File: src/design/ebrc_consts.svh
// Constants for the per-region external bus configuration register bank.
// Summary of operation
// - Seven independent configuration copies, one for each external memory region.
// - Reset loads 0x80928000, or 0x8092807F after external boot.
// - Bits 15:13 pick multiplier 1, 4, 8, 16 or 32; 32 at reset.
// - Wait, turnaround and cross-region idle counts are always scaled.
// - Mask bits 6:0 choose which seven programmable counts get scaled.
// - Bit 8 set lets a data access abort a running prefetch.
// - Bit 16 picks byte order: 0 little endian, 1 big endian.
// - Bit 17 decides if reads may be served from the write buffer.
// - Bit 18 sends every code fetch through the prefetch buffer, or none.
// - Bit 19 sets wait input polarity: 0 active low, 1 active high.
// - Bits 21:20 pick byte strobe timing; follow read control at reset.
// - Bits 23:22 pick port width: 01 is 16 bits, 10 is 32.
// - Bits 25:24 ignore, asynchronously or synchronously sample the wait input.
// - Bits 27:26 ignore, asynchronously or synchronously use the command delay input.
// - Bits 30:28 pick demux, mux, burst flash, SDRAM type 0 or 1.
// - Bit 31 set blocks writes to the region; set at reset.
// - Bits 7 and 12:9 read zero; software writes zero.
// - An access uses the copy of the region whose address match hit.
// - A masked count becomes programmed count times multiplier, else unscaled.
`ifndef EBRC_CONSTS_SVH
`define EBRC_CONSTS_SVH

`define EBRC_NUM_REGIONS   7
`define EBRC_ADDR_W        12
`define EBRC_CFG_LAST_IDX  10'd6
`define EBRC_STAT_IDX      10'd8
`define EBRC_RST_INT_BOOT  32'h8092_8000
`define EBRC_RST_EXT_BOOT  32'h8092_807f
`define EBRC_RSVD_MASK     32'h0000_1e80
`define EBRC_SHIFT_X1      3'h0
`define EBRC_SHIFT_X4      3'h2
`define EBRC_SHIFT_X8      3'h3
`define EBRC_SHIFT_X16     3'h4
`define EBRC_SHIFT_X32     3'h5
`define EBRC_NUM_COUNTS    11
`define EBRC_NUM_MASKED    7
`define EBRC_CNT_W         4
`define EBRC_EFF_W         9
`define EBRC_MODE_OFF      2'h0
`define EBRC_MODE_ASYNC    2'h1
`define EBRC_MODE_SYNC     2'h2
`define EBRC_WIDTH_16      2'h1
`define EBRC_WIDTH_32      2'h2
`define EBRC_STYLE_LAST    3'h4

`endif

File: src/design/ebrc_pkg.sv
// Types and shared decode functions for the region configuration bank.
`include "ebrc_consts.svh"
package ebrc_pkg;

  // Field layout of one configuration copy, most significant bit first.
  typedef struct packed {
    logic       wr_protect;
    logic [2:0] addressing_style;
    logic [1:0] ext_command_hold_input_mode;
    logic [1:0] wait_mode;
    logic [1:0] bus_width_select;
    logic [1:0] byte_lane_strobe_timing;
    logic       hold_pin_polarity_flip;
    logic       prefetch_all_code;
    logic       force_external_fetch;
    logic       big_endian;
    logic [2:0] cycle_mult;
    logic [3:0] rsvd_hi;
    logic       abortable_lookahead;
    logic       rsvd_lo;
    logic [6:0] mult_mask;
  } ebrc_cfg_s;

  // Raw access timing counts as held by the neighbouring parameter register.
  typedef struct packed {
    logic [1:0] addr_cyc;
    logic [1:0] addr_hold;
    logic [2:0] cmd_delay;
    logic [2:0] wait_rd;
    logic [2:0] wait_wr;
    logic [2:0] burst_cyc;
    logic [1:0] data_hold;
    logic [2:0] rd_recov;
    logic [2:0] wr_recov;
    logic [3:0] rdwr_idle;
    logic [3:0] region_idle;
  } ebrc_timing_s;

  // Effective cycle counts; index 0..6 follow the mask bits, 7..10 always scale.
  typedef logic [`EBRC_NUM_COUNTS-1:0][`EBRC_EFF_W-1:0] ebrc_eff_t;

  // Multiplier code to shift distance; reserved codes fall back to times one.
  function automatic logic [2:0] mult_shift(input logic [2:0] code);
    logic [2:0] sh;
    sh = `EBRC_SHIFT_X1;
    unique case (code)
      3'h1:    sh = `EBRC_SHIFT_X4;
      3'h2:    sh = `EBRC_SHIFT_X8;
      3'h3:    sh = `EBRC_SHIFT_X16;
      3'h4:    sh = `EBRC_SHIFT_X32;
      default: sh = `EBRC_SHIFT_X1;
    endcase
    return sh;
  endfunction

  // True when any multi-bit field holds a reserved code.
  function automatic logic cfg_reserved(input ebrc_cfg_s c);
    return (c.cycle_mult > `EBRC_SHIFT_X8 + 3'h1) ||
           (c.bus_width_select != `EBRC_WIDTH_16 && c.bus_width_select != `EBRC_WIDTH_32) ||
           (c.wait_mode == 2'h3) || (c.ext_command_hold_input_mode == 2'h3) ||
           (c.addressing_style > `EBRC_STYLE_LAST);
  endfunction

endpackage

File: src/design/ebrc_region_cfg.sv
// APB register bank of seven region configuration copies with access-time decode.
//
// The implementer's own choices: the APB slave port and the register addresses.
`timescale 1ns/1ps
`include "ebrc_consts.svh"
module ebrc_region_cfg (
  input  wire logic                      SYS_CLK_IN,
  input  wire logic                      SYS_RST_IN,
  input  wire logic                      EXT_BOOT_IN,
  input  wire logic                      PSEL_IN,
  input  wire logic                      PENABLE_IN,
  input  wire logic                      PWRITE_IN,
  input  wire logic [`EBRC_ADDR_W-1:0]   PADDR_IN,
  input  wire logic [31:0]               PWDATA_IN,
  input  wire logic [3:0]                PSTRB_IN,
  output logic      [31:0]               PRDATA_OUT,
  output logic                           PREADY_OUT,
  output logic                           PSLVERR_OUT,
  input  wire logic                      ACC_START_IN,
  input  wire logic                      ACC_END_IN,
  input  wire logic [2:0]                ACC_REGION_IN,
  input  wire logic                      ACC_WRITE_IN,
  input  wire logic                      ACC_CODE_IN,
  input  wire ebrc_pkg::ebrc_timing_s    ACC_TIMING_IN,
  input  wire logic                      WBUF_HIT_IN,
  input  wire logic                      PREFETCH_BUSY_IN,
  input  wire logic                      DATA_REQ_IN,
  input  wire logic                      HOLD_PIN_IN,
  input  wire logic                      COMMAND_HOLD_PIN_IN,
  output ebrc_pkg::ebrc_cfg_s            ACC_CFG_OUT,
  output ebrc_pkg::ebrc_eff_t            ACC_CYCLES_OUT,
  output logic                           ACC_BUSY_OUT,
  output logic                           ACC_WR_BLOCKED_OUT,
  output logic                           READ_FROM_WBUF_OUT,
  output logic                           USE_PREFETCH_OUT,
  output logic                           PREFETCH_ABORT_OUT,
  output logic                           WAIT_ACTIVE_OUT,
  output logic                           CMD_HOLD_ACTIVE_OUT
);

  // Access tracking state.
  typedef enum logic [1:0] {
    EBRC_IDLE   = 2'b01,
    EBRC_ACTIVE = 2'b10
  } ebrc_acc_e;

  localparam int NR = `EBRC_NUM_REGIONS;

  logic [NR-1:0][31:0]  cfg_q;
  logic [NR-1:0][31:0]  cfg_d;
  logic [31:0]          rst_val;
  ebrc_acc_e            state_q;
  ebrc_acc_e            state_d;
  ebrc_pkg::ebrc_cfg_s  act_q;
  ebrc_pkg::ebrc_cfg_s  act_d;
  ebrc_pkg::ebrc_cfg_s  sel_cfg;
  ebrc_pkg::ebrc_eff_t  eff;
  ebrc_pkg::ebrc_eff_t  cyc_q;
  ebrc_pkg::ebrc_eff_t  cyc_d;
  logic [2:0]           region_q;
  logic [2:0]           region_d;
  logic                 wr_q;
  logic                 wr_d;
  logic                 code_q;
  logic                 code_d;
  logic                 blk_q;
  logic                 blk_d;
  logic                 boot_q;
  logic                 rsvd_seen_q;
  logic                 rsvd_seen_d;
  logic                 start_ok;
  logic [9:0]           widx;
  logic                 wr_strobe;
  logic                 rd_strobe;
  logic                 mapped;
  logic [31:0]          prdata_q;
  logic [31:0]          prdata_d;
  logic                 pready_q;
  logic                 pready_d;
  logic                 pslverr_q;
  logic                 pslverr_d;
  logic [3:0]           cnt_raw [`EBRC_NUM_COUNTS];
  logic [1:0]           pin_raw;
  logic [1:0]           pin_mode;
  logic [1:0]           pin_s1_q;
  logic [1:0]           pin_s2_q;
  logic [1:0]           pin_r_q;
  logic [1:0]           pin_act_q;
  logic [1:0]           pin_act_d;
  logic                 rb_q;
  logic                 rb_d;
  logic                 up_q;
  logic                 up_d;
  logic                 ab_q;
  logic                 ab_d;

  // Reset image is chosen by the boot strap seen while reset is held.
  assign rst_val = EXT_BOOT_IN ? `EBRC_RST_EXT_BOOT : `EBRC_RST_INT_BOOT;

  // APB decode: the slave answers in the first access cycle, no extra wait.
  assign widx      = PADDR_IN[`EBRC_ADDR_W-1:2];
  assign mapped    = (widx <= `EBRC_CFG_LAST_IDX) || (widx == `EBRC_STAT_IDX);
  assign wr_strobe = PSEL_IN && PENABLE_IN && pready_q && PWRITE_IN;
  assign rd_strobe = PSEL_IN && !PENABLE_IN && !PWRITE_IN;

  // Register file next values with byte strobes; reserved bits never store a one.
  always_comb
  begin
    cfg_d = cfg_q;
    for (int r = 0; r < NR; r++)
    begin
      if (wr_strobe && widx == 10'(r))
      begin
        for (int b = 0; b < 4; b++)
        begin
          if (PSTRB_IN[b])
          begin
            cfg_d[r][8*b +: 8] = PWDATA_IN[8*b +: 8];
          end
        end
        cfg_d[r] = cfg_d[r] & ~`EBRC_RSVD_MASK;
      end
    end
  end

  // Read data and handshake are staged in the setup cycle so they come from flops.
  always_comb
  begin
    prdata_d  = 32'h0;
    pready_d  = PSEL_IN && !PENABLE_IN;
    pslverr_d = PSEL_IN && !PENABLE_IN && !mapped;
    if (rd_strobe && widx <= `EBRC_CFG_LAST_IDX)
    begin
      prdata_d = cfg_q[widx[2:0]] & ~`EBRC_RSVD_MASK;
    end
    else if (rd_strobe && widx == `EBRC_STAT_IDX)
    begin
      prdata_d = {25'h0, boot_q, rsvd_seen_q, state_q == EBRC_ACTIVE, 1'b0, region_q};
    end
  end

  // Register bank and bus answer registers.
  always_ff @(posedge SYS_CLK_IN)
  begin
    if (SYS_RST_IN)
    begin
      for (int r = 0; r < NR; r++)
      begin
        cfg_q[r] <= rst_val;
      end
      boot_q    <= EXT_BOOT_IN;
      prdata_q  <= 32'h0;
      pready_q  <= 1'b0;
      pslverr_q <= 1'b0;
    end
    else
    begin
      cfg_q     <= cfg_d;
      prdata_q  <= prdata_d;
      pready_q  <= pready_d;
      pslverr_q <= pslverr_d;
    end
  end

  // Region choice comes from the address match of the access being started.
  assign sel_cfg  = ebrc_pkg::ebrc_cfg_s'(cfg_q[ACC_REGION_IN]);
  assign start_ok = ACC_START_IN && state_q == EBRC_IDLE && ACC_REGION_IN < 3'(NR);

  // Unpack the raw counts; order of the first seven matches the mask bits.
  always_comb
  begin
    cnt_raw[0]  = {2'h0, ACC_TIMING_IN.addr_cyc};
    cnt_raw[1]  = {2'h0, ACC_TIMING_IN.addr_hold};
    cnt_raw[2]  = {1'h0, ACC_TIMING_IN.cmd_delay};
    cnt_raw[3]  = {1'h0, ACC_TIMING_IN.burst_cyc};
    cnt_raw[4]  = {2'h0, ACC_TIMING_IN.data_hold};
    cnt_raw[5]  = {1'h0, ACC_TIMING_IN.rd_recov};
    cnt_raw[6]  = {1'h0, ACC_TIMING_IN.wr_recov};
    cnt_raw[7]  = {1'h0, ACC_TIMING_IN.wait_rd};
    cnt_raw[8]  = {1'h0, ACC_TIMING_IN.wait_wr};
    cnt_raw[9]  = ACC_TIMING_IN.rdwr_idle;
    cnt_raw[10] = ACC_TIMING_IN.region_idle;
  end

  // One scaler per count; the last four ignore the mask and always scale.
  for (genvar g = 0; g < `EBRC_NUM_COUNTS; g++)
  begin : g_scale
    ebrc_scale #(
      .CW (`EBRC_CNT_W),
      .OW (`EBRC_EFF_W)
    ) u_scale (
      .count_in     (cnt_raw[g]),
      .mult_code_in (sel_cfg.cycle_mult),
      .use_mult_in  ((g >= `EBRC_NUM_MASKED) || sel_cfg.mult_mask[g % `EBRC_NUM_MASKED]),
      .cycles_out   (eff[g])
    );
  end

  // Snapshot at access start so later writes do not disturb the running access.
  always_comb
  begin
    state_d     = state_q;
    act_d       = act_q;
    cyc_d       = cyc_q;
    region_d    = region_q;
    wr_d        = wr_q;
    code_d      = code_q;
    blk_d       = blk_q;
    rsvd_seen_d = rsvd_seen_q;
    unique case (state_q)
      EBRC_IDLE:
      begin
        if (start_ok)
        begin
          state_d     = EBRC_ACTIVE;
          act_d       = sel_cfg;
          cyc_d       = eff;
          region_d    = ACC_REGION_IN;
          wr_d        = ACC_WRITE_IN;
          code_d      = ACC_CODE_IN;
          blk_d       = ACC_WRITE_IN && sel_cfg.wr_protect;
          rsvd_seen_d = rsvd_seen_q || ebrc_pkg::cfg_reserved(sel_cfg);
        end
      end
      EBRC_ACTIVE:
      begin
        if (ACC_END_IN)
        begin
          state_d = EBRC_IDLE;
          blk_d   = 1'b0;
        end
      end
      default:
      begin
        state_d = EBRC_IDLE;
      end
    endcase
  end

  // Access state registers.
  always_ff @(posedge SYS_CLK_IN)
  begin
    if (SYS_RST_IN)
    begin
      state_q     <= EBRC_IDLE;
      act_q       <= ebrc_pkg::ebrc_cfg_s'(`EBRC_RST_INT_BOOT);
      cyc_q       <= '0;
      region_q    <= 3'h0;
      wr_q        <= 1'b0;
      code_q      <= 1'b0;
      blk_q       <= 1'b0;
      rsvd_seen_q <= 1'b0;
    end
    else
    begin
      state_q     <= state_d;
      act_q       <= act_d;
      cyc_q       <= cyc_d;
      region_q    <= region_d;
      wr_q        <= wr_d;
      code_q      <= code_d;
      blk_q       <= blk_d;
      rsvd_seen_q <= rsvd_seen_d;
    end
  end

  // Wait and command delay pins share one conditioning path each.
  assign pin_raw  = {COMMAND_HOLD_PIN_IN, HOLD_PIN_IN};
  assign pin_mode = {act_q.ext_command_hold_input_mode[1] | act_q.ext_command_hold_input_mode[0],
                     act_q.wait_mode[1] | act_q.wait_mode[0]};

  // Asynchronous mode goes through two flops; synchronous mode costs one.
  always_comb
  begin
    for (int p = 0; p < 2; p++)
    begin
      pin_act_d[p] = 1'b0;
    end
    if (state_q == EBRC_ACTIVE)
    begin
      unique case (act_q.wait_mode)
        `EBRC_MODE_ASYNC: pin_act_d[0] = pin_s2_q[0] ^ ~act_q.hold_pin_polarity_flip;
        `EBRC_MODE_SYNC:  pin_act_d[0] = pin_r_q[0] ^ ~act_q.hold_pin_polarity_flip;
        default:          pin_act_d[0] = 1'b0;
      endcase
      unique case (act_q.ext_command_hold_input_mode)
        `EBRC_MODE_ASYNC: pin_act_d[1] = pin_s2_q[1];
        `EBRC_MODE_SYNC:  pin_act_d[1] = pin_r_q[1];
        default:          pin_act_d[1] = 1'b0;
      endcase
      pin_act_d = pin_act_d & pin_mode;
    end
  end

  // Pin conditioning registers.
  always_ff @(posedge SYS_CLK_IN)
  begin
    if (SYS_RST_IN)
    begin
      pin_s1_q  <= 2'h0;
      pin_s2_q  <= 2'h0;
      pin_r_q   <= 2'h0;
      pin_act_q <= 2'h0;
    end
    else
    begin
      pin_s1_q  <= pin_raw;
      pin_s2_q  <= pin_s1_q;
      pin_r_q   <= pin_raw;
      pin_act_q <= pin_act_d;
    end
  end

  // Buffer policy decisions for the running access.
  always_comb
  begin
    rb_d = state_q == EBRC_ACTIVE && !wr_q && !code_q && WBUF_HIT_IN &&
           !act_q.force_external_fetch;
    up_d = state_q == EBRC_ACTIVE && code_q && act_q.prefetch_all_code;
    ab_d = state_q == EBRC_ACTIVE && PREFETCH_BUSY_IN && DATA_REQ_IN &&
           act_q.abortable_lookahead;
  end

  // Policy output registers.
  always_ff @(posedge SYS_CLK_IN)
  begin
    if (SYS_RST_IN)
    begin
      rb_q <= 1'b0;
      up_q <= 1'b0;
      ab_q <= 1'b0;
    end
    else
    begin
      rb_q <= rb_d;
      up_q <= up_d;
      ab_q <= ab_d;
    end
  end

  // Byte order, strobe timing, width and style reach the bus engine as fields.
  assign ACC_CFG_OUT         = act_q;
  assign ACC_CYCLES_OUT      = cyc_q;
  assign ACC_BUSY_OUT        = state_q == EBRC_ACTIVE;
  assign ACC_WR_BLOCKED_OUT  = blk_q;
  assign READ_FROM_WBUF_OUT  = rb_q;
  assign USE_PREFETCH_OUT    = up_q;
  assign PREFETCH_ABORT_OUT  = ab_q;
  assign WAIT_ACTIVE_OUT     = pin_act_q[0];
  assign CMD_HOLD_ACTIVE_OUT = pin_act_q[1];
  assign PRDATA_OUT          = prdata_q;
  assign PREADY_OUT          = pready_q;
  assign PSLVERR_OUT         = pslverr_q;

endmodule

File: src/design/ebrc_scale.sv
// Scales one programmed timing count by the region's cycle multiplier.
`timescale 1ns/1ps
`include "ebrc_consts.svh"
module ebrc_scale #(
  parameter int CW = `EBRC_CNT_W,
  parameter int OW = `EBRC_EFF_W
) (
  input  wire logic [CW-1:0] count_in,
  input  wire logic [2:0]    mult_code_in,
  input  wire logic          use_mult_in,
  output logic      [OW-1:0] cycles_out
);

  logic [OW-1:0] wide;

  // Shifting is exact because every multiplier is a power of two.
  always_comb
  begin
    wide = {{(OW-CW){1'b0}}, count_in};
    if (use_mult_in)
    begin
      cycles_out = wide << ebrc_pkg::mult_shift(mult_code_in);
    end
    else
    begin
      cycles_out = wide;
    end
  end

endmodule
File: config.mk
export PLATFORM = sky130hd
export DESIGN_NAME = ebrc_region_cfg
export DESIGN_NICKNAME = d
export VERILOG_FILES = /design/src/design/ebrc_pkg.sv /design/src/design/ebrc_region_cfg.sv /design/src/design/ebrc_scale.sv
export VERILOG_INCLUDE_DIRS = /design/src /design/src/design
export SDC_FILE = /design/constraint.sdc
export NUM_CORES = 1
export LEC_CHECK = 0
export ABC_AREA = 1
export BUFFER_PORTS_ARGS = -buffer_cell sky130_fd_sc_hd__clkbuf_2
export CAP_MARGIN = 20
export CORE_MARGIN = 4
export CORE_UTILIZATION = 25
export CTS_CLUSTER_DIAMETER = 40
export DETAILED_ROUTE_END_ITERATION = 6
export PLACE_DENSITY = 0.41
export SYNTH_ARGS = -nofsm -noshare
export SYNTH_HDL_FRONTEND = slang
export SYNTH_HIERARCHICAL = 1
export SYNTH_SLANG_ARGS = --single-unit
File: constraint.sdc
create_clock -name SYS_CLK_IN -period 4.9 [get_ports SYS_CLK_IN]
set_clock_uncertainty 0.05 [all_clocks]
set_input_delay 1.225 -clock SYS_CLK_IN [delete_from_list [all_inputs] [get_ports SYS_CLK_IN]]
set_output_delay 1.225 -clock SYS_CLK_IN [all_outputs]
set_load 0.02 [all_outputs]
==> results_dict.tcl <==
set metrics [dict create \
    async_flop_share 0 \
    required_ps 5400 \
    n_fill_cell 7807 \
    synth_edf_count 190 \
    grt_pass1_wl_mm 107 \
    startpoint_type "input pin" \
    hold_buffers 0 \
    hold_class "reg2reg" \
    rows 99 \
    yosysUniqueCellTypes 44 \
    fp.dieH_um 281 \
    cp.arrival_ps 3920 \
    yosysMostFrequentCell "nand2_1" \
    finalSetupTns_ps 0 \
    synth.avg_cell_area_um2 7.76 \
    setup_viol 0 \
    first_pass_iters 5 \
    regArea_mm2 0.00917 \
    rsz0062_at_grt "no" \
    swShare 0.302 \
    period_needed_ps 3430 \
    grt_pass1_vias 17600 \
    routed_wl_mm 71.4 \
    cp_max_fo 34 \
    die_x_um 281 \
    clk_path_buf_depth 3 \
    relSlewSlack 0.406 \
    place.port_buffers 252 \
    final_util 0.329 \
    drc 0 \
    clkLatencyLatePin_ps 620 \
    slew_viol_final 0 \
    combPwrFrac 0.163 \
    switching_power_mw 3.25 \
    hpwl_mm 49.4 \
    synth.area.top_cells "edfxtp_1, dfxtp_1, nand2_1" \
    p_leak_nw 10.6 \
    syn_area_mm2 0.0186 \
    vias 18000 \
    holdWs_ps 381 \
    drive_gt1_frac 0.217 \
    ant_nets 0 \
    worstPathCellList "clkbuf_2 -> inv_2 -> buf_4 -> o21ai_0 -> o22ai_1 -> nand2_1 -> nand2_1 -> inv_1 -> nor2_1 -> nand3_1 -> o21ai_1 -> nand2_1 -> a21oi_1" \
    p_per_area_mw_per_mm2 446 \
    vias_per_cell 4.73 \
    start_util 0.254 \
    cts_resized 0 \
    wl_per_cell_um 18.8 \
    antenna_found_initial 2 \
    period_share 0.699 \
    synth-seq-cells 363 \
    grt_max_degree 139 \
    ys_seq_area_frac 0.492 \
    cp-end-kind "flop" \
    fin_nets 2869 \
    hold_viol_final 0 \
    ys.flop_type "edfxtp_1" \
    post_cts_buffers 0 \
    die_area_mm2 0.0790 \
    grt_usage 0.177 \
    crit_top_cell "nand2_1" \
    numCtsBuffers 84 \
    fmax_ghz 0.292 \
    vdd_drop_max_mv 0.219 \
    multi_input_area_mm2 0.00828 \
    yosysWarnings 6 \
    cts_tree "yes" \
    drt_iter0_drc 1276 \
    drv_cap 0 \
    cts_htree_levels 3 \
    synth_top_area_frac 0.306 \
    clkSinkCount 363 \
    gr-total-overflow 0 \
    syn_inst 2403 \
    cpMaxStageDelayCell "buf_4" \
    status "completed" \
    gp_congestion 0.853 \
    synth_top_area_cell "edfxtp_1" \
    synth.top_cells.by_count "nand2_1, nand3_1, edfxtp_1" \
    worstMarginPinSlew_ps 891 \
    internal_power_mw 7.52 \
    clkPwrFrac 0.507 \
    boundaryPins 270 \
    cp_slowest_stage_delay_ps 440 \
    core_area_mm2 0.0735 \
    crit_type "in2reg" \
    cts.clk_slew.worst_paths_ps 50 \
    p_seq_frac 0.330 \
    clock-root-buffer "clkbuf_16" \
    syn_to_final_growth_pct 29.7 \
]
[path summary, 6_finish.rpt]
| path | startpoint | cells past startpoint | end | slack (ps) |
|---|---|---|---|---|
| hold / removal | code_q | 2 | USE_PREFETCH_OUT | 380 |
| setup / recovery | ACC_REGION_IN[1] | 13 | ACC_CYCLES_OUT[31] | 1470 |
| setup reg to reg | cfg_q[109] | 16 | ACC_CYCLES_OUT[15] | 2340 |
| hold reg to reg | code_q | 2 | USE_PREFETCH_OUT | 380 |
[cells in the final DEF, fill, tap and decap left out, types with 12 or more instances in the layout]
cell / synthesis / routed
a31oi_1: 14 / 14
nor2_1: 112 / 112
edfxtp_1: 190 / 190
o221ai_1: 16 / 16
nand2_1: 730 / 729
nand2_4: 14 / 14
inv_1: 188 / 186
clkinv_2: 0 / 16
inv_2: 43 / 43
nor3_1: 15 / 15
o22ai_1: 30 / 30
conb_1: 2 / 74
a21oi_2: 32 / 31
a21oi_1: 168 / 168
nand2_2: 45 / 46
buf_4: 14 / 66
a22oi_1: 15 / 15
clkbuf_16: 0 / 85
dfxtp_1: 173 / 173
nand3_1: 255 / 255
o211ai_1: 17 / 17
clkbuf_1: 36 / 12
clkbuf_2: 0 / 251
o21ai_1: 84 / 84
o21ai_0: 113 / 113
[worst max-delay path, delay by kind of cell]
family          cells  cell delay (ps)
compound gates      4              650
buf+inv             4             1140
simple gates        5              860
[final cells by class]
cell class | instances | share of cell area
sequential | 363 | 0.379
multi-input combinational | 1762 | 0.342
clock buffer | 106 | 0.0949
timing repair buffer | 322 | 0.0766
tap | 959 | 0.0496
inverter | 233 | 0.0365
clock inverter | 52 | 0.0209
antenna | 1 | 0.000103
[power groups by stage]
stage,Combinational [mW],Sequential [mW],Clock [mW]
4_1_cts,1.77,3.55,5.60
3_5_place_dp,1.76,3.61,0
6_report,1.76,3.55,5.46
3_3_place_gp,1.75,3.60,0
5_1_grt,1.98,3.57,5.76
2_1_floorplan,1.11,3.66,0
[kinds of logic (layout without fill, tap and decap cells)]
kind of cell               after synthesis  in the layout  synth area share
adders and majority gates                5              5           0.00336
DFF                                    363            363             0.492
buffers and inverters                  350            713            0.0793
AOI/OAI and AO/OA                      495            495             0.151
xor gates and xnor gates                 1              1          0.000470
and+or+nand+nor                       1187           1187             0.273
other                                    2             75          0.000403
[sequential cells by signal, indices dropped and copies added, names as in the netlist]
name and cells:
ACC_WR_BLOCKED_OUT 1, pin_r_q 2, pin_act_q 2, cfg_q 189
READ_FROM_WBUF_OUT 1, PREADY_OUT 1, wr_q 1, PRDATA_OUT 27
ACC_CFG_OUT 27, rsvd_seen_q 1, USE_PREFETCH_OUT 1, pin_s2_q 2
PREFETCH_ABORT_OUT 1, boot_q 1, PSLVERR_OUT 1, ACC_CYCLES_OUT 99
state_q 2, region_q 3, code_q 1
[routing by layer]
metal  track usage  vias up  part of all wire
met3        0.0405      106             0.077
li1              -     8759                 -
met2         0.282      635              0.45
met4        0.0556        0             0.025
met1         0.240     8450              0.45
met5             0        -                 0
[stage by stage]
stage	power (mW)	setup WS, ps	std cells	instance area [um^2]
after floorplan	4.78	1090	2475	18900
after global placement	5.35	849	3639	21400
after detailed placement	5.37	836	3639	21400
after CTS	10.9	1500	3797	24200
after global routing	11.3	1230	3798	24200
final	10.8	1470	3798	24200
Power figures use the tool's default switching activity.
